==> src/rtl/cptmr_pkg.sv <==
package cptmr_pkg;
	localparam int CNT_W = 16;
	localparam int CMPP_W = 8;
	localparam int DIV_W = 8;
	localparam int ADDR_W = 8;
	localparam logic [7:0] OFF_ENABLE = 8'h00;
	localparam logic [7:0] OFF_CONTROL = 8'h04;
	localparam logic [7:0] OFF_COUNT = 8'h08;
	localparam logic [7:0] OFF_CMP_A = 8'h0c;
	localparam logic [7:0] OFF_CMP_P = 8'h10;
	localparam logic [7:0] OFF_STATUS = 8'h14;
	localparam logic [7:0] OFF_PRESCALE = 8'h18;
	localparam int EN_ON_BIT = 0;
	localparam int ST_A_BIT = 0;
	localparam int ST_P_BIT = 1;
	localparam int ST_PIN_BIT = 2;
	localparam logic [1:0] MODE_CMP = 2'h0;
	localparam logic [1:0] MODE_PWM = 2'h2;
	localparam logic [1:0] MODE_TMR = 2'h3;
	localparam logic [1:0] ACT_NONE = 2'h0;
	localparam logic [1:0] ACT_LOW = 2'h1;
	localparam logic [1:0] ACT_HIGH = 2'h2;
	localparam logic [1:0] ACT_TOGGLE = 2'h3;
	localparam logic [1:0] PWM_IDLE = 2'h0;
	localparam logic [1:0] PWM_ACTIVE = 2'h1;
	localparam logic [1:0] PWM_PASS = 2'h2;
	localparam logic [16:0] FULL_SPAN = 17'h10000;
	localparam logic [7:0] CTRL_RESET = 8'h00;
	localparam logic [7:0] DIV_RESET = 8'h00;
	typedef struct packed {
		logic [1:0] mode;
		logic [1:0] act;
		logic init;
		logic inv;
		logic swap;
		logic clr_a;
	} cptmr_ctrl_t;
	typedef struct packed {
		logic match_p;
		logic match_a;
	} cptmr_flags_t;
	typedef struct packed {
		logic hit_a;
		logic hit_p;
	} cptmr_hits_t;
endpackage

==> src/rtl/cptmr_top.sv <==
// compact timer: compare-match output, timer/counter and PWM modes on APB
module cptmr_top #(
	parameter int AW = cptmr_pkg::ADDR_W
) (
	// clock and reset
	input wire logic pclk,
	input wire logic presetn,
	// apb slave
	input wire logic psel,
	input wire logic penable,
	input wire logic pwrite,
	input wire logic [AW-1:0] paddr,
	input wire logic [31:0] pwdata,
	output logic [31:0] prdata_q,
	output logic pready_q,
	output logic pslverr_q,
	// timer output pin
	output logic pin_out_q,
	output logic pin_oe_q
);
	function automatic logic sel(input logic [AW-1:0] a, input logic [7:0] off);
		sel = (a == AW'(off));
	endfunction

	// register state
	cptmr_pkg::cptmr_ctrl_t ctrl_q;
	cptmr_pkg::cptmr_flags_t flags_q;
	cptmr_pkg::cptmr_flags_t flags_d;
	cptmr_pkg::cptmr_hits_t hits;
	logic on_q;
	logic on_prev_q;
	logic [cptmr_pkg::CNT_W-1:0] cmp_a_q;
	logic [cptmr_pkg::CMPP_W-1:0] cmp_p_q;
	logic [cptmr_pkg::DIV_W-1:0] div_q;
	logic [cptmr_pkg::CNT_W-1:0] cnt;
	logic tick;
	logic pin_lvl_q;
	logic pin_lvl_d;

	// bus decode
	wire acc = psel && penable && !pready_q;
	wire done = psel && penable && pready_q;
	wire wr = done && pwrite;
	wire s_en = sel(paddr, cptmr_pkg::OFF_ENABLE);
	wire s_ctl = sel(paddr, cptmr_pkg::OFF_CONTROL);
	wire s_cnt = sel(paddr, cptmr_pkg::OFF_COUNT);
	wire s_ca = sel(paddr, cptmr_pkg::OFF_CMP_A);
	wire s_cp = sel(paddr, cptmr_pkg::OFF_CMP_P);
	wire s_st = sel(paddr, cptmr_pkg::OFF_STATUS);
	wire s_div = sel(paddr, cptmr_pkg::OFF_PRESCALE);
	wire mapped = s_en || s_ctl || s_cnt || s_ca || s_cp || s_st || s_div;
	wire bad_wr = pwrite && s_cnt;
	wire err = !mapped || bad_wr;

	// sequencing
	wire on_rise = on_q && !on_prev_q;
	wire step = on_q && tick;
	wire is_cmp = (ctrl_q.mode == cptmr_pkg::MODE_CMP);
	wire is_pwm = (ctrl_q.mode == cptmr_pkg::MODE_PWM);
	wire drives = is_cmp || is_pwm;

	// pwm lengths
	wire [16:0] p_len = (cmp_p_q == '0) ? cptmr_pkg::FULL_SPAN :
		{1'b0, cmp_p_q, 8'h00};
	wire [16:0] a_val = {1'b0, cmp_a_q};
	wire [16:0] duty = ctrl_q.swap ? p_len : a_val;
	wire pwm_on = ({1'b0, cnt} < duty);
	wire pwm_lvl = pwm_on ? ctrl_q.init : !ctrl_q.init;

	// status write-one-to-clear
	wire clr_a = wr && s_st && pwdata[cptmr_pkg::ST_A_BIT];
	wire clr_p = wr && s_st && pwdata[cptmr_pkg::ST_P_BIT];

	// read mux
	wire [31:0] st_word = {29'h0, pin_lvl_q, flags_q.match_p, flags_q.match_a};
	wire [31:0] rd_mux =
		s_en ? {31'h0, on_q} :
		s_ctl ? {24'h0, ctrl_q} :
		s_cnt ? {16'h0, cnt} :
		s_ca ? {16'h0, cmp_a_q} :
		s_cp ? {24'h0, cmp_p_q} :
		s_st ? st_word :
		s_div ? {24'h0, div_q} : 32'h0;

	cptmr_prescaler #(
		.W(cptmr_pkg::DIV_W)
	) u_div (
		.pclk(pclk),
		.presetn(presetn),
		.run(on_q),
		.div(div_q),
		.tick_q(tick)
	);

	cptmr_counter #(
		.W(cptmr_pkg::CNT_W),
		.PW(cptmr_pkg::CMPP_W)
	) u_cnt (
		.pclk(pclk),
		.presetn(presetn),
		.restart(on_rise),
		.step(step),
		.ctrl(ctrl_q),
		.cmp_a(cmp_a_q),
		.cmp_p(cmp_p_q),
		.cnt_q(cnt),
		.hits(hits)
	);

	// flags: a new match wins over a clear in the same cycle
	always_comb begin
		flags_d.match_a = (flags_q.match_a && !clr_a) || hits.hit_a;
		flags_d.match_p = (flags_q.match_p && !clr_p) || hits.hit_p;
	end

	// pin level before inversion
	always_comb begin
		pin_lvl_d = pin_lvl_q;
		if (is_cmp) begin
			if (on_rise) begin
				pin_lvl_d = ctrl_q.init;
			end else if (hits.hit_a) begin
				case (ctrl_q.act)
					cptmr_pkg::ACT_LOW: pin_lvl_d = 1'b0;
					cptmr_pkg::ACT_HIGH: pin_lvl_d = 1'b1;
					cptmr_pkg::ACT_TOGGLE: pin_lvl_d = !pin_lvl_q;
					default: pin_lvl_d = pin_lvl_q;
				endcase
			end
		end else if (is_pwm && on_q) begin
			case (ctrl_q.act)
				cptmr_pkg::PWM_IDLE: pin_lvl_d = !ctrl_q.init;
				cptmr_pkg::PWM_ACTIVE: pin_lvl_d = ctrl_q.init;
				cptmr_pkg::PWM_PASS: pin_lvl_d = pwm_lvl;
				default: pin_lvl_d = !ctrl_q.init;
			endcase
		end
	end

	// apb handshake: one wait state, data and error ready with pready
	always_ff @(posedge pclk or negedge presetn) begin
		if (!presetn) begin
			pready_q <= 1'b0;
			pslverr_q <= 1'b0;
			prdata_q <= 32'h0;
		end else begin
			pready_q <= acc;
			pslverr_q <= acc && err;
			prdata_q <= (acc && !pwrite) ? rd_mux : 32'h0;
		end
	end

	// software registers
	always_ff @(posedge pclk or negedge presetn) begin
		if (!presetn) begin
			on_q <= 1'b0;
			ctrl_q <= cptmr_pkg::CTRL_RESET;
			cmp_a_q <= '0;
			cmp_p_q <= '0;
			div_q <= cptmr_pkg::DIV_RESET;
		end else if (wr) begin
			if (s_en) begin
				on_q <= pwdata[cptmr_pkg::EN_ON_BIT];
			end
			if (s_ctl) begin
				ctrl_q <= pwdata[7:0];
			end
			if (s_ca) begin
				cmp_a_q <= pwdata[cptmr_pkg::CNT_W-1:0];
			end
			if (s_cp) begin
				cmp_p_q <= pwdata[cptmr_pkg::CMPP_W-1:0];
			end
			if (s_div) begin
				div_q <= pwdata[cptmr_pkg::DIV_W-1:0];
			end
		end
	end

	// timer state
	always_ff @(posedge pclk or negedge presetn) begin
		if (!presetn) begin
			on_prev_q <= 1'b0;
			flags_q <= '0;
			pin_lvl_q <= 1'b0;
		end else begin
			on_prev_q <= on_q;
			flags_q <= flags_d;
			pin_lvl_q <= pin_lvl_d;
		end
	end

	// pin drivers: timer/counter mode releases the pin
	always_ff @(posedge pclk or negedge presetn) begin
		if (!presetn) begin
			pin_out_q <= 1'b0;
			pin_oe_q <= 1'b0;
		end else begin
			pin_out_q <= pin_lvl_d ^ ctrl_q.inv;
			pin_oe_q <= drives;
		end
	end
endmodule

==> src/rtl/cptmr_prescaler.sv <==
// timer clock enable: one pulse every div+1 bus clocks while run is high
module cptmr_prescaler #(
	parameter int W = 8
) (
	// clock and reset
	input wire logic pclk,
	input wire logic presetn,
	// control
	input wire logic run,
	input wire logic [W-1:0] div,
	// timer clock enable
	output logic tick_q
);
	logic [W-1:0] cnt_q;

	always_ff @(posedge pclk or negedge presetn) begin
		if (!presetn) begin
			cnt_q <= '0;
			tick_q <= 1'b0;
		end else if (!run) begin
			cnt_q <= '0;
			tick_q <= 1'b0;
		end else if (cnt_q >= div) begin
			cnt_q <= '0;
			tick_q <= 1'b1;
		end else begin
			cnt_q <= cnt_q + 1'b1;
			tick_q <= 1'b0;
		end
	end
endmodule

==> src/rtl/cptmr_counter.sv <==
// 16-bit up-counter with comparators A and P and the clear selection
module cptmr_counter #(
	parameter int W = 16,
	parameter int PW = 8
) (
	// clock and reset
	input wire logic pclk,
	input wire logic presetn,
	// sequencing
	input wire logic restart,
	input wire logic step,
	// settings
	input wire cptmr_pkg::cptmr_ctrl_t ctrl,
	input wire logic [W-1:0] cmp_a,
	input wire logic [PW-1:0] cmp_p,
	// state and events
	output logic [W-1:0] cnt_q,
	output cptmr_pkg::cptmr_hits_t hits
);
	logic [W-1:0] inc;
	logic ovf;
	logic a_raw;
	logic p_raw;
	logic pwm;
	logic clr;

	assign inc = cnt_q + 1'b1;
	assign ovf = (cnt_q == '1);
	assign pwm = (ctrl.mode == cptmr_pkg::MODE_PWM);
	// zero A never matches, so the counter wraps at ffff
	assign a_raw = step && (cmp_a != '0) && (inc == cmp_a);
	// P sees only the high byte, reached on a 256-clock boundary
	assign p_raw = step && ((cmp_p == '0) ? ovf :
		((inc[W-1 -: PW] == cmp_p) && (inc[W-PW-1:0] == '0)));
	assign hits.hit_a = a_raw;
	assign hits.hit_p = p_raw && (pwm || !ctrl.clr_a);
	assign clr = pwm ? (ctrl.swap ? a_raw : p_raw) :
		(ctrl.clr_a ? a_raw : p_raw);

	always_ff @(posedge pclk or negedge presetn) begin
		if (!presetn) begin
			cnt_q <= '0;
		end else if (restart) begin
			cnt_q <= '0;
		end else if (step) begin
			cnt_q <= clr ? '0 : inc;
		end
	end
endmodule

==> config.mk <==
export PLATFORM = sky130hd
export DESIGN_NAME = cptmr_top
export DESIGN_NICKNAME = d
export VERILOG_FILES = /design/src/rtl/cptmr_pkg.sv /design/src/rtl/cptmr_top.sv /design/src/rtl/cptmr_prescaler.sv /design/src/rtl/cptmr_counter.sv
export SDC_FILE = /design/constraint.sdc
export NUM_CORES = 1
export LEC_CHECK = 0
export BUFFER_PORTS_ARGS = -buffer_cell sky130_fd_sc_hd__buf_2
export CAP_MARGIN = 10
export CORE_MARGIN = 3
export CORE_UTILIZATION = 60
export CTS_BUF_LIST = sky130_fd_sc_hd__clkbuf_8
export DETAILED_ROUTE_END_ITERATION = 6
export GPL_TIMING_DRIVEN = 0
export PLACE_DENSITY = 0.93
export SYNTH_ARGS = -nofsm -noshare
export SYNTH_HDL_FRONTEND = slang
export SYNTH_SLANG_ARGS = --single-unit
==> constraint.sdc <==
create_clock -name pclk -period 7.27 [get_ports pclk]
set_clock_uncertainty 0.2 [all_clocks]
set_input_delay 0.3635 -clock pclk [delete_from_list [all_inputs] [get_ports pclk]]
set_output_delay 0.3635 -clock pclk [all_outputs]
set_load 0.01 [all_outputs]
After elaboration in Yosys (flattened, before gate mapping)

Cells that the tools add are included.

Register bits: 90
Input bits: 45
Output and inout port bits: 36
Logic and storage cells: 119

$add $sub $neg: 2
$lt $le $gt $ge: 2
Eq/ne operators: 13
Mux-type cells: 28
Bitwise gates (word level): 1
Reductions and logical operators: 51

Operators by type and width:

| kind                                          | number |
|---|---|
| two-way mux 16 bit                            | 8 |
| two-way mux 8 bit                             | 5 |
| two-way mux 17 bit                            | 2 |
| == test 8 x 5 -> 1 bit, second input constant | 3 |
| logical NOT 8 bit                             | 3 |
| logical AND 1 bit                             | 20 |
| less-than comparator 16 x 17 -> 1 bit         | 1 |
| adder 16 x 1 -> 16 bit, second input constant | 1 |
| == test 16 bit                                | 1 |
| == test 16 bit, second input constant         | 1 |
| == test 8 x 4 -> 1 bit, second input constant | 2 |
| nonzero test 16 bit                           | 1 |
| logical OR 1 bit                              | 11 |
| two-way mux 1 bit                             | 11 |
| AND reduction 2 bit                           | 5 |
| logical NOT 1 bit                             | 9 |
| adder 8 x 1 -> 8 bit, second input constant   | 1 |
| == test 8 x 3 -> 1 bit, second input constant | 1 |
| == test 8 bit                                 | 1 |
| greater-or-equal comparator 8 bit             | 1 |
| == test 2 bit, second input constant          | 3 |
| case mux 1 bit (3 select lines)               | 1 |
| == test 2 x 1 -> 1 bit, second input constant | 1 |
| logical NOT 2 bit                             | 1 |
| 3 further kinds                               | 3 |

Logic depth before layout (Yosys ltp)

Word-level depth: 10
Depth in mapped cells: 12
Depth with buffers taken out: 12

Cells and area by module

A second synthesis with hierarchy kept.

Cells, all modules: 637
Area, all modules: 6261.0 um^2

Modules (own cells, without submodules):

| module          | instances | cells each | area an instance (um^2) | sequential area each (um^2) |
|---|---|---|---|---|
| cptmr_top       | 1         | 323        | 3697.3                  | 1626.6 |
| cptmr_counter   | 1         | 255        | 1966.9                  | 400.4 |
| cptmr_prescaler | 1         | 59         | 596.8                   | 225.2 |

Worst setup path before layout

Ideal clock, no wire load.

Path type: reg2reg
From: register u_cnt.cnt_q[1]
To: register pin_out_q
Library setup time: 0.079 ns
Data arrival time: 3.041 ns
Data required time: 6.991 ns
Slack: 3.950 ns
Stages on the path, launching flop included: 12
Path buffers: 1
Clock period less this slack: 3.320 ns
Path through: dfrtp_1 -> ha_1 -> and2_1 -> clkbuf_1 -> nand4_1 -> xor2_1 -> o221ai_1 -> or4_1 -> or3_1 -> mux2i_1 -> a311oi_1 -> xor2_1

Word-level cells in the longest chain between the ends: 7
Elaborated cells between the ends (all ways): 11
Those cells by class: add/sub: 1; order compare: 1; eq/ne: 1; mux: 6; bitwise: 1; reduce/logical: 1

RTL lines:

| item                   | line                | text |
|---|---|---|
| from (decl)            | cptmr_counter.sv:17 | `output logic [W-1:0] cnt_q,` |
| from (signal assigned) | cptmr_counter.sv:46 | `cnt_q <= clr ? '0 : inc;` |
| adder 16 x 1 -> 16 bit | cptmr_counter.sv:27 | `assign inc = cnt_q + 1'b1;` |
| == test 16 bit         | cptmr_counter.sv:31 | `assign a_raw = step && (cmp_a != '0) && (inc == cmp_a);` |
| logical AND 1 bit      | cptmr_counter.sv:31 |  |
| two-way mux 1 bit      | cptmr_top.sv:122    | `end else if (hits.hit_a) begin` |
| two-way mux 1 bit      | cptmr_top.sv:120    | `if (on_rise) begin` |
| two-way mux 1 bit *    | cptmr_top.sv:119    | `if (is_cmp) begin` |
| net pin_lvl_d          | cptmr_top.sv:38     | `logic pin_lvl_d;` |
| bitwise XOR 1 bit *    | cptmr_top.sv:199    | `pin_out_q <= pin_lvl_d ^ ctrl_q.inv;` |
| to (signal assigned)   | cptmr_top.sv:199    |  |
| to (decl)              | cptmr_top.sv:18     | `output logic pin_out_q,` |

The timed path passes the listed nets; every way through them passes the cells marked *.
A chain may end at the register's enable or synchronous reset.

Worst setup path after layout

Same ends and word-level chain as after synthesis.

==> load_flow_metrics.sql <==
INSERT INTO impl_metrics (metric_group, metric, value, unit) VALUES
('run_status', 'outcome', 'finished clean', ''),
('sta', 'max_slew.worst_pin.slew', '1.14', 'ns'),
('sta', 'setup_viol_count_final', '0', ''),
('worst_setup_path', 'timing.critical_path.to', 'pin_out_q', ''),
('grt', 'grt_antenna_before_repair', '0', ''),
('sta', 'worst_slew_margin_rel', '23.1', '%'),
('worst_setup_path', 'cp_data_arrival_time', '4.24', 'ns'),
('power_and_ir_drop', 'total_power', '1.22', 'mW'),
('route', 'dr_total_vias', '5146', ''),
('floorplanning', 'placeableCoreArea', '0.00928', 'mm2'),
('logic_synthesis', 'post-synth-top-area-cell', 'sky130_fd_sc_hd__dfrtp_1', ''),
('grt', 'grt.total_usage', '30.7', '%'),
('logic_synthesis', 'post_synth_inst_count', '606', ''),
('sta', 'drv_slew', '0', ''),
('worst_setup_path', 'critical_path.startpoint', 'u_cnt.cnt_q[1]', ''),
('logic_synthesis', 'ys_types', '60', ''),
('route', 'viasPerCell', '6.30', ''),
('logic_synthesis', 'syn-cell-area', '0.00576', 'mm2'),
('power_and_ir_drop', 'leakagePower', '3.01', 'nW'),
('floorplanning', 'placementRows', '35', ''),
('route', 'antenna_nets_post_route', '0', ''),
('logic_synthesis', 'seq_area_frac_synth', '39.1', '%'),
('clocking', 'cts_tree', 'done', ''),
('placement', 'port_buffers', '48', ''),
('worst_setup_path', 'cp_capture_type', 'register', ''),
('sta', 'rsz_0062_raised_after_global_routing', 'no', ''),
('worst_setup_path', 'critPathRequiredTime', '7.31', 'ns'),
('logic_synthesis', 'yosys.cell_count.top_type', 'sky130_fd_sc_hd__dfrtp_1', ''),
('floorplanning', 'fp.dieH', '104', 'um'),
('clocking', 'htree_levels', '3', ''),
('floorplanning', 'dieWidth', '104', 'um'),
('final_layout', 'fillerInstances', '765', ''),
('route', 'post_dr_wirelength_cell', '20.2', 'um'),
('clocking', 'cts_setup_buffers', '0', ''),
('power_and_ir_drop', 'vdd.ir_drop.worst', '0.0921', 'mV'),
('sta', 'report.final.hold_viol_count', '0', ''),
('floorplanning', 'initial_core_util', '62.0', '%'),
('logic_synthesis', 'mean_syn_cell_area', '9.51', 'um2'),
('logic_synthesis', 'number_of_enable_type_register_cells_in_the_synthesized_netlist', '0', ''),
('grt', 'grt_start_max_net_pins', '53', ''),
('route', 'detail_route.iter0.violations', '532', ''),
('placement', 'hpwlAfterDp', '12500', 'um'),
('grt', 'grt_pass1_wl', '26400', 'um'),
('grt', 'number_of_global_route_vias_before_repair', '4858', ''),
('worst_setup_path', 'rr_startpoint', 'u_cnt.cnt_q[1]', ''),
('logic_synthesis', 'yosys_warnings', '0', ''),
('sta', 'finalCritPeriodShare', '57.8', '%'),
('clocking', 'worst_skew_pair.late_latency', '0.37', 'ns'),
('worst_setup_path', 'reg2regPathDepth', '10', ''),
('worst_hold_path', 'worstHoldPathType', 'in2reg', ''),
('clocking', 'cts_root_buf', 'sky130_fd_sc_hd__clkbuf_8', ''),
('worst_setup_path', 'timing.reg2reg.setup_slack', '3.07', 'ns'),
('clocking', 'cts_buffer_depth', '2', ''),
('floorplanning', 'ios', '81', ''),
('logic_synthesis', 'synth_common_cells', '90 x sky130_fd_sc_hd__dfrtp_1, 59 x sky130_fd_sc_hd__nand2_1, 41 x sky130_fd_sc_hd__mux2_2', ''),
('worst_setup_path', 'worstReg2RegEnd', 'pin_out_q', ''),
('final_layout', 'design.final.nets', '756', ''),
('sta', 'fin_crit', '4.20', 'ns'),
('grt', 'gr-total-overflow', '0', ''),
('worst_setup_path', 'worst-path-max-fanout', '8', ''),
('sta', 'fmaxAchievable', '0.238', 'GHz'),
('logic_synthesis', 'postSynthRegisterBits', '90', ''),
('logic_synthesis', 'async_flop_share', '100', '%'),
('clocking', 'post_cts_clock_slew_at_the_launch_and_capture_registers_of_the_worst_setup_and_hold_paths', '0.11', 'ns'),
('sta', 'finalSetupTns', '0', 'ns'),
('route', 'detail_route.first_pass.iterations', '5', ''),
('placement', 'placedInstanceArea', '0.00625', 'mm2'),
('final_layout', 'final_area', '0.00647', 'mm2'),
('floorplanning', 'design.die.area', '0.0108', 'mm2'),
('sta', 'whs', '0.0143', 'ns'),
('placement', 'routabilityCongestion', '0.970', '');
## layer usage
metal  up-vias  share of wire (%)  global-route usage [%]
li1       2313                  -                       -
met4         0                2.6                    8.55
met5         -                  0                       0
met3        46                 11                    6.39
met2       328                 45                    46.4
met1      2459                 42                    45.0
## how the worst min path moves through the flow
stage                          start          end  slack [ns]  depth (start not counted)
after floorplan              presetn   cmp_a_q[0]       -0.13                          0
after global placement          on_q    on_prev_q        0.16                          0
after detailed placement     presetn     pready_q        0.18                          1
after CTS                 pwdata[13]  cmp_a_q[13]        0.01                          2
after global routing      pwdata[10]  cmp_a_q[10]        0.01                          2
final                     pwdata[13]  cmp_a_q[13]        0.01                          2
## state kept, by name, summed over array words and instances, names as in the netlist, 2 cells and up
name / flops
cmp_a_q: 16
prdata_q: 16
u_cnt.cnt_q: 16
cmp_p_q: 8
ctrl_q: 8
div_q: 8
u_div.cnt_q: 8
flags_q: 2
## cells by family (layout without fill, tap and decap cells)
logic type | Yosys count | count (layout) | synth area share, %
AO/OA/AOI/OAI | 120 | 120 | 13.7
other | 1 | 16 | 0.0651
multiplexers | 64 | 64 | 12.0
adder cells (fa/ha/maj) | 28 | 28 | 6.08
XOR/XNOR | 35 | 35 | 5.80
AND/OR/NAND/NOR | 199 | 199 | 17.5
buffers and inverters | 69 | 136 | 5.69
flip-flops | 90 | 90 | 39.1
## report_power, final
part / switching [mW] / leakage (nW) / internal (mW)
Combinational: 0.189 / 1.69 / 0.124
Clock: 0.219 / 0.103 / 0.137
Sequential: 0.0328 / 1.21 / 0.522
Total: 0.441 / 3.01 / 0.783
## critical path, stage by stage (launching register included)
cell and delay (ns):
sky130_fd_sc_hd__dfrtp_1 0.50, sky130_fd_sc_hd__ha_1 0.36, sky130_fd_sc_hd__nand2_1 0.30, sky130_fd_sc_hd__nor3_1 0.52, sky130_fd_sc_hd__xnor3_1 0.26, sky130_fd_sc_hd__o221ai_1 0.14, sky130_fd_sc_hd__or4_1 0.60, sky130_fd_sc_hd__or3_1 0.41
sky130_fd_sc_hd__mux2i_1 0.15, sky130_fd_sc_hd__a311oi_1 0.51, sky130_fd_sc_hd__xor2_1 0.13
## through the flow
stage          instances  util (%)  worst slack (ns)
6_report             817      69.7              3.07
5_1_grt              817      69.7              2.91
4_1_cts              817      69.7              3.19
3_5_place_dp         799      67.3              3.19
3_3_place_gp         798      67.0              3.27
2_1_floorplan        621         -              3.95
## cell type report
type                            instances  area (um2)  share of cell area, %
Multi-Input combinational cell        462        3240                   50.0
Buffer                                 42         226                   3.50
Inverter                               27         101                   1.57
Sequential cell                        90        2250                   34.8
Clock buffer                            9         124                   1.91
Timing Repair Buffer                   51         290                   4.49
Clock inverter                          7        76.3                   1.18
Tap cell                              129         161                   2.50
## cells in the final DEF (no fill, tap or decap), drive strengths merged, types with 8 or more instances in the layout
| cell type | instances |
|---|---|
| dfrtp | 90 |
| buf | 76 |
| nand2 | 59 |
| mux2 | 41 |
| nor2 | 40 |
| o21ai | 32 |
| a21oi | 31 |
| inv | 30 |
| ha | 28 |
| clkbuf | 24 |
| mux2i | 23 |
| nand3 | 19 |
| xnor2 | 19 |
| nand4 | 18 |
| conb | 16 |
| xor2 | 14 |
| nor3 | 12 |
| nor4 | 10 |
| a21o | 8 |
## timing repair
action                                 4_1_cts  5_1_grt
resized for setup                            0        0
hold buffers                                 2        0
endpoints found under the hold margin       39        0
(Power assumes the default switching activity.)
